### config.mk
export PLATFORM = sky130hd
export DESIGN_NAME = sss_step_sequencer
export DESIGN_NICKNAME = d
export VERILOG_FILES = /design/src/sss_pkg.sv /design/src/sss_chop_timer.sv /design/src/sss_step_sequencer.sv
export SDC_FILE = /design/constraint.sdc
export NUM_CORES = 1
export LEC_CHECK = 0
export BUFFER_PORTS_ARGS = -buffer_cell sky130_fd_sc_hd__clkbuf_2
export CAP_MARGIN = 10
export CORE_ASPECT_RATIO = 0.5
export CORE_MARGIN = 2
export CORE_UTILIZATION = 35
export CTS_CLUSTER_SIZE = 8
export DETAILED_ROUTE_END_ITERATION = 8
export SKIP_LAST_GASP = 1
export SYNTH_ARGS = -nofsm -noshare
export SYNTH_HDL_FRONTEND = slang
export SYNTH_SLANG_ARGS = --single-unit
### constraint.sdc
create_clock -name core_clk -period 2.1 [get_ports core_clk]
set_input_delay 0.105 -clock core_clk [delete_from_list [all_inputs] [get_ports core_clk]]
set_output_delay 0.105 -clock core_clk [all_outputs]
set_load 0.01 [all_outputs]
### src/sss_pkg.sv
package sss_pkg;

  // Timing at the 50 MHz core clock.
  localparam int CLK_HZ       = 50_000_000;
  localparam int CHOP_HZ      = 40_000;
  localparam int CHOP_CYCLES  = CLK_HZ / CHOP_HZ;

  // Step positions per electrical cycle and counter width.
  localparam int STEP_POS     = 8;
  localparam int STEP_W       = 3;
  localparam logic [2:0] STEP_INIT = 3'h0;
  localparam logic [2:0] PHASE_B_LAG = 3'h2;

  // Current levels in percent of full scale.
  localparam logic [6:0] LVL_FULL = 7'h64;
  localparam logic [6:0] LVL_MID  = 7'h47;
  localparam logic [6:0] LVL_ZERO = 7'h00;

  // Output switch count and positions inside one phase bridge.
  localparam int NUM_SW  = 8;
  localparam int SW_HI1  = 0;
  localparam int SW_LO1  = 1;
  localparam int SW_HI2  = 2;
  localparam int SW_LO2  = 3;

  typedef struct packed {
    logic       neg;
    logic [6:0] level;
  } sss_phase_t;

  typedef struct packed {
    sss_phase_t a;
    sss_phase_t b;
  } sss_current_t;

  localparam sss_current_t CUR_INIT = '{a: '{neg: 1'b0, level: 7'h64},
                                        b: '{neg: 1'b0, level: 7'h00}};

endpackage

### src/sss_chop_timer.sv
`timescale 1ns/1ns
// Free-running chopping period timer; pulses once at the start of each period.
module sss_chop_timer #(
  parameter int PERIOD = sss_pkg::CHOP_CYCLES
) (
  input  wire logic core_clk,
  input  wire logic rst_n,
  output logic      period_start
);

  initial begin
    if (PERIOD < 2) $error("sss_chop_timer: PERIOD must be at least 2");
  end

  localparam int CW = $clog2(PERIOD);

  logic [CW-1:0] count;
  logic [CW-1:0] next_count;
  logic          next_period_start;

  always_comb begin
    next_period_start = 1'b0;
    next_count        = count - 1'b1;
    if (count == '0) begin
      next_count        = CW'(PERIOD - 1);
      next_period_start = 1'b1;
    end
  end

  always_ff @(posedge core_clk or negedge rst_n) begin
    if (!rst_n) begin
      count        <= '0;
      period_start <= 1'b0;
    end else begin
      count        <= next_count;
      period_start <= next_period_start;
    end
  end

endmodule

### src/sss_step_sequencer.sv
`timescale 1ns/1ns
// What this block and its controller do
// Controller keeps enable low during power changes.
// Each step clock rise advances step counter while reset is high.
// Enable low: outputs off; high: windings driven.
// Reset low forces phase A full, B zero.
// Enable low, reset low: off, initial mode.
// Enable low, reset high: off, counter advances.
// Enable and reset high: drive counter level.
// Current starts at next chopping period start.
// Controller raises enable then releases reset.
// Any of eight switches over-current drives fault low.
// Over-current turns every output switch off.
// Controller respects maximum step clock frequency.
// Counter changes only on step edges, reset.
module sss_step_sequencer #(
  parameter int CHOP_CYCLES = sss_pkg::CHOP_CYCLES
) (
  input  wire logic                 core_clk,
  input  wire logic                 rst_n,
  input  wire logic                 step_clk,
  input  wire logic                 out_enable,
  input  wire logic                 init_n,
  input  wire logic [7:0]           sw_overcurrent,
  output sss_pkg::sss_current_t     cur_set,
  output logic      [7:0]           sw_on,
  output logic                      drive_active,
  output logic                      fault_n
);

  initial begin
    if (sss_pkg::STEP_POS != (1 << sss_pkg::STEP_W))
      $error("sss_step_sequencer: STEP_POS must equal 2**STEP_W");
  end

  logic chop_start;

  sss_chop_timer #(
    .PERIOD (CHOP_CYCLES)
  ) u_chop (
    .core_clk     (core_clk),
    .rst_n        (rst_n),
    .period_start (chop_start)
  );

  // Level table for one electrical cycle; phase B reads it lagging by two positions.
  function automatic sss_pkg::sss_phase_t level_of(input logic [2:0] pos);
    sss_pkg::sss_phase_t p;
    p.neg = pos[2];
    case (pos[1:0])
      2'h0:    p.level = sss_pkg::LVL_FULL;
      2'h1:    p.level = sss_pkg::LVL_MID;
      2'h2:    p.level = sss_pkg::LVL_ZERO;
      default: p.level = sss_pkg::LVL_MID;
    endcase
    if (pos[1:0] == 2'h3) p.neg = ~pos[2];
    // A zero level carries no sign, so both zero positions match the initial setting.
    if (pos[1:0] == 2'h2) p.neg = 1'b0;
    return p;
  endfunction

  logic                        step_prev;
  logic [sss_pkg::STEP_W-1:0]  step_pos;
  logic                        oc_latched;
  logic [sss_pkg::STEP_W-1:0]  next_step_pos;
  logic                        next_drive_active;
  logic                        next_oc_latched;
  sss_pkg::sss_current_t       next_cur_set;
  logic [7:0]                  next_sw_on;

  always_comb begin
    next_step_pos = step_pos;
    if (!init_n) begin
      next_step_pos = sss_pkg::STEP_INIT;
    end else if (step_clk && !step_prev) begin
      next_step_pos = step_pos + 1'b1;
    end
  end

  always_comb begin
    next_cur_set.a = level_of(next_step_pos);
    next_cur_set.b = level_of(next_step_pos - sss_pkg::PHASE_B_LAG);
    if (!init_n) next_cur_set = sss_pkg::CUR_INIT;
  end

  always_comb begin
    // Fault clears only while the outputs are disabled, so a short is never re-driven
    // without the controller first taking enable low.
    next_oc_latched = oc_latched;
    if (!out_enable) next_oc_latched = 1'b0;
    if (out_enable && drive_active && (|sw_overcurrent))
      next_oc_latched = 1'b1;
    next_drive_active = drive_active;
    if (!out_enable) begin
      next_drive_active = 1'b0;
    end else if (chop_start) begin
      next_drive_active = 1'b1;
    end
  end

  always_comb begin
    next_sw_on = 8'h00;
    if (next_drive_active && !next_oc_latched) begin
      if (next_cur_set.a.level != sss_pkg::LVL_ZERO) begin
        next_sw_on[sss_pkg::SW_HI1] = !next_cur_set.a.neg;
        next_sw_on[sss_pkg::SW_LO2] = !next_cur_set.a.neg;
        next_sw_on[sss_pkg::SW_HI2] = next_cur_set.a.neg;
        next_sw_on[sss_pkg::SW_LO1] = next_cur_set.a.neg;
      end
      if (next_cur_set.b.level != sss_pkg::LVL_ZERO) begin
        next_sw_on[4 + sss_pkg::SW_HI1] = !next_cur_set.b.neg;
        next_sw_on[4 + sss_pkg::SW_LO2] = !next_cur_set.b.neg;
        next_sw_on[4 + sss_pkg::SW_HI2] = next_cur_set.b.neg;
        next_sw_on[4 + sss_pkg::SW_LO1] = next_cur_set.b.neg;
      end
    end
  end

  always_ff @(posedge core_clk or negedge rst_n) begin
    if (!rst_n) begin
      step_prev    <= 1'b0;
      step_pos     <= sss_pkg::STEP_INIT;
      oc_latched   <= 1'b0;
      drive_active <= 1'b0;
      cur_set      <= sss_pkg::CUR_INIT;
      sw_on        <= 8'h00;
      fault_n      <= 1'b1;
    end else begin
      step_prev    <= step_clk;
      step_pos     <= next_step_pos;
      oc_latched   <= next_oc_latched;
      drive_active <= next_drive_active;
      cur_set      <= next_cur_set;
      sw_on        <= next_sw_on;
      fault_n      <= !next_oc_latched;
    end
  end

endmodule

Yosys cells after proc, flatten, opt, wreduce, memory -nomap -nowiden
Cells that the tools add are included.
{"block": "totals", "regBits": 43, "latch_bits": 0, "ramBits": 0, "romBits": 0, "input_bits": 13, "out_inout_bits": 26, "word_cells": 53, "memories": 0}
{"block": "classes", "add_sub_neg": 3, "mul": 0, "div": 0, "n_lt_le_gt_ge": 0, "eq_ne": 4, "shifts": 0, "n_mux": 18, "bitwise": 2, "reduce_logical": 14}
{"cell": "case mux 7 bit (2 select lines)", "count": 2}
{"cell": "2-to-1 mux 16 bit", "count": 1}
{"cell": "nonzero test 7 bit", "count": 2}
{"cell": "zero test 11 bit", "count": 1}
{"cell": "2-to-1 mux 11 bit", "count": 1}
{"cell": "subtractor 11 x 1 -> 11 bit, second input constant", "count": 1}
{"cell": "2-to-1 mux 1 bit", "count": 9}
{"cell": "== test 2 bit, second input constant", "count": 4}
{"cell": "2-to-1 mux 4 bit", "count": 2}
{"cell": "2-to-1 mux 8 bit", "count": 1}
{"cell": "OR reduction 8 bit", "count": 1}
{"cell": "2-to-1 mux 3 bit", "count": 2}
{"cell": "logical AND 1 bit", "count": 4}
{"cell": "zero test 1 bit", "count": 4}
{"cell": "zero test 2 bit", "count": 2}
{"cell": "adder 3 x 1 -> 3 bit, second input constant", "count": 1}
{"cell": "subtractor 3 x 2 -> 3 bit, second input constant", "count": 1}
{"cell": "inverter 1 bit", "count": 2}

Longest topological paths before layout
{"block": "depth", "word_depth": 12, "mapped_depth": 6, "depth_no_buf": 6}

By module
Synthesis repeated with hierarchy kept, for this count alone.
{"block": "hier_totals", "cells_unflattened": 134, "area_unflattened_um2": 1407.6}
{"module": "sss_step_sequencer", "instances": 1, "cells_per_inst": 76, "area_each_um2": 817.0, "seq_area_each_um2": 429.2}
{"module": "sss_chop_timer", "instances": 1, "cells_per_inst": 58, "area_each_um2": 590.6, "seq_area_each_um2": 300.3}

Worst setup path after synthesis
No wires, ideal clock.
{"block": "synth_timing", "path_kind": "flip-flop to flip-flop", "startpoint": "register step_pos[0] in the netlist's numbering", "endpoint": "register sw_on[2]", "setup_ns": 0.088, "arrival_time_ns": 1.538, "setup_slack_ns": 0.474, "path_stages_with_launch": 6, "path_buffers": 0, "synth_period_minus_slack_ns": 1.626, "path_cell_list": "dfrtp_1 > ha_1 > and4b_1 > a211oi_1 > o2bb2ai_1 > nor3b_1"}
{"item": "from (decl)", "line_no": "sss_step_sequencer.sv:63", "text": "logic [sss_pkg::STEP_W-1:0] step_pos;"}
{"item": "from (signal assigned)", "line_no": "sss_step_sequencer.sv:122", "text": "step_pos <= sss_pkg::STEP_INIT;"}
{"item": "from (signal assigned)", "line_no": "sss_step_sequencer.sv:130", "text": "step_pos <= next_step_pos;"}
{"item": "to (signal assigned)", "line_no": "sss_step_sequencer.sv:134", "text": "sw_on <= next_sw_on;"}
{"item": "to (decl)", "line_no": "sss_step_sequencer.sv:26", "text": "output logic [7:0] sw_on,"}

==> flow_summary.ini <==
[run_status]
status = completed

[synth]
yosysMostFrequentCell = dfrtp_1
yosysSeqAreaShare = 0.5393
ys_top_cells_by_count = dfrtp_1, buf_4, nor2_1
ys_types = 35
synth_area_leaders = dfrtp_1, buf_4, dfstp_2, xnor2_1, nor2_1
avgSynthCellArea_sq_um = 11.27
synth_top_flop_cell = dfrtp_1
synth_top_cell_area_share = 0.4810
synth-edff-count = 0
synth_warnings = 0
async_flop_share = 1.000
ys_seq_elements = 29
synth.largest_area_cell = dfrtp_1
postSynthCellCount = 120
synth_area_sq_um = 1353

[setup_path]
critPathLaunch = step_pos[0]
required_ns = 2.29
start_kind = flip-flop
critical_path_class = reg2reg
crit_fanout = 12
cp_data_arrival_time_ns = 2.02
reg2reg_slack_ns = 0.27
end_kind = flip-flop
r2r_start = step_pos[0]

[clock_network]
post_cts_resized = 0
numClockSinks = 29
cts_made_buffers = 5
clockRootBuffer = clkbuf_8
clock_path_buffers = 2
clkTransAtPathRegs_ns = 0.07
cts_tree = done
cts.htree.levels = 2
clk_latency_ns = 0.28

[timing]
final.setup_skew_ns = 0.004169
drv_slew = 0
period_needed_ns = 1.832
setup_viol = 0
rsz0062_at_grt = false
worstMarginPinSlew_ns = 0.6786
hold_violations = 0
tns_ns = 0
max_freq_mhz = 545.9
slew-limit-headroom = 0.5476
whs_ns = 0.01600
period_share = 0.8723
fin_ws_ns = 0.2683

[power]
power.internal_w = 0.001070
p_seq_frac = 0.432
powerDensity_nw_per_um2 = 811.9
pwr-share-comb = 0.054
p_sw_w = 0.0002664
peakVddDrop_v = 0.0002848
p_leak_nw = 0.7855
p_clk_frac = 0.514
p_sw_frac = 0.1993

[global_routing]
grt_pass1_wl_um = 3905
met3_usage = 0.05197
grt_use_met2 = 0.2118
grt_usage = 0.1208
grt_overflow = 0
grtUsageMet1 = 0.1363
grt_max_degree = 30
grt_pass1_vias = 847
grt.busiest_layer = met2
antenna_found_initial = 0

[die]
pin_count = 39
dieHeight_um = 47.96
die-width_um = 91.92
initial_utilization = 0.3793
fp-row-count = 15
dieArea_sq_um = 4408
core_area_sq_um = 3566

[worst_hold_path]
worstHoldStart = step_clk
hold_class = in2reg

[place]
place_ws_ns = 0.2712
hpwlAfterDp_um = 1652
port_buffers = 34
placed_cell_area_sq_um = 1493
gp_congestion = 0.7758

[final_layout]
final_cell_area_sq_um = 1647
area_growth_pct = 21.74
final_nets = 167
antennaDiodeCount = 0
drive_gt1_frac = 0.3399

[detailed_routing]
vias = 945
detail-route-antenna-nets = 0
routed_wl_um = 2370
via_per_inst = 4.632
avgRoutedWirePerCell_um = 11.62
route.detailed.drc = 0
firstDrtPassIters = 4
drt-initial-drc-count = 40

[flow_run]
maxCapViolations = 0
==> flip-flops by register name, indices dropped and copies added (netlist names) <==
register             flops
u_chop.count            11
drive_active             1
fault_n                  1
step_prev                1
cur_set                  6
step_pos                 3
oc_latched               1
u_chop.period_start      1
sw_on                    4
==> layer usage <==
layer,share of wire,wire (um)
met1,0.45,1066
met2,0.49,1154
met3,0.058,137
met4,0.0051,12
met5,0,0
==> area by class of cell <==
class,count,area [sq um]
clock inverters,3,65.06
multi-input cells,73,503.0
inverters,7,26.28
fillers,344,1919
flip-flops and latches,29,729.5
well taps,51,63.81
repair buffers,36,190.2
clock buffers,5,68.82
==> kinds of logic after synthesis <==
| family | synth area share |
|---|---|
| buffers and inverters | 0.09714 |
| XOR/XNOR | 0.05828 |
| flip-flops | 0.5393 |
| AND/OR/NAND/NOR | 0.2174 |
| adder cells (fa/ha/maj) | 0.01850 |
| other | 0.002773 |
| AO/OA/AOI/OAI | 0.06661 |
==> placed cells by master (no fill, tap or decap), drive strengths merged, types with 2 or more instances in the layout <==
cell and n:
inv 7, bufinv 2, nand3b 2, nor4 4
conb 4, dlygate4sd3 2, xnor2 8, nand2 8
nor3b 2, nor2b 3, dfrtp 26, or4 5
ha 2, nand2b 2, clkbuf 39, nand3 3
a21oi 3, o31ai 3, dfstp 3, nor2 11
==> through the flow <==
stage,std cells,util,power [W]
2_1_floorplan,123,-,0.0006342
3_3_place_gp,194,0.4186,0.0006576
3_5_place_dp,194,0.4186,0.0006581
4_1_cts,204,0.4618,0.001350
5_1_grt,204,0.4618,0.001393
6_report,204,0.4618,0.001337
==> worst paths after layout <==
kind	endpoint	depth (start not counted)
setup / recovery	sw_on[2]	5
hold / removal	step_prev	1
setup reg to reg	sw_on[2]	5
hold reg to reg	u_chop.count[0]	1
max in group asynchronous	sw_on[4]	2
min in group asynchronous	u_chop.count[1]	2
==> power by group through the flow <==
stage	sequential, W	combinational (W)	clock [W]
after floorplan	0.000588	0.0000463	0
after global placement	0.000587	0.0000708	0
after detailed placement	0.000587	0.0000710	0
after CTS	0.000577	0.0000741	0.000698
after global routing	0.000578	0.0000826	0.000732
final	0.000577	0.0000725	0.000687
==> what timing repair did <==
| action | 4_1_cts | 5_1_grt |
|---|---|---|
| setup buffers | 0 | 0 |
| endpoints found under the hold margin | 27 | 0 |
| hold buffers | 2 | 0 |
==> critical path, cell delays in order, from the launching register on <==
cell and delay [ns]:
dfrtp_1 0.51, ha_1 0.38, and4b_1 0.23, a211oi_1 0.24, o2bb2ai_1 0.18, nor3b_1 0.22
No activity file was read; power rests on OpenSTA's default activity.
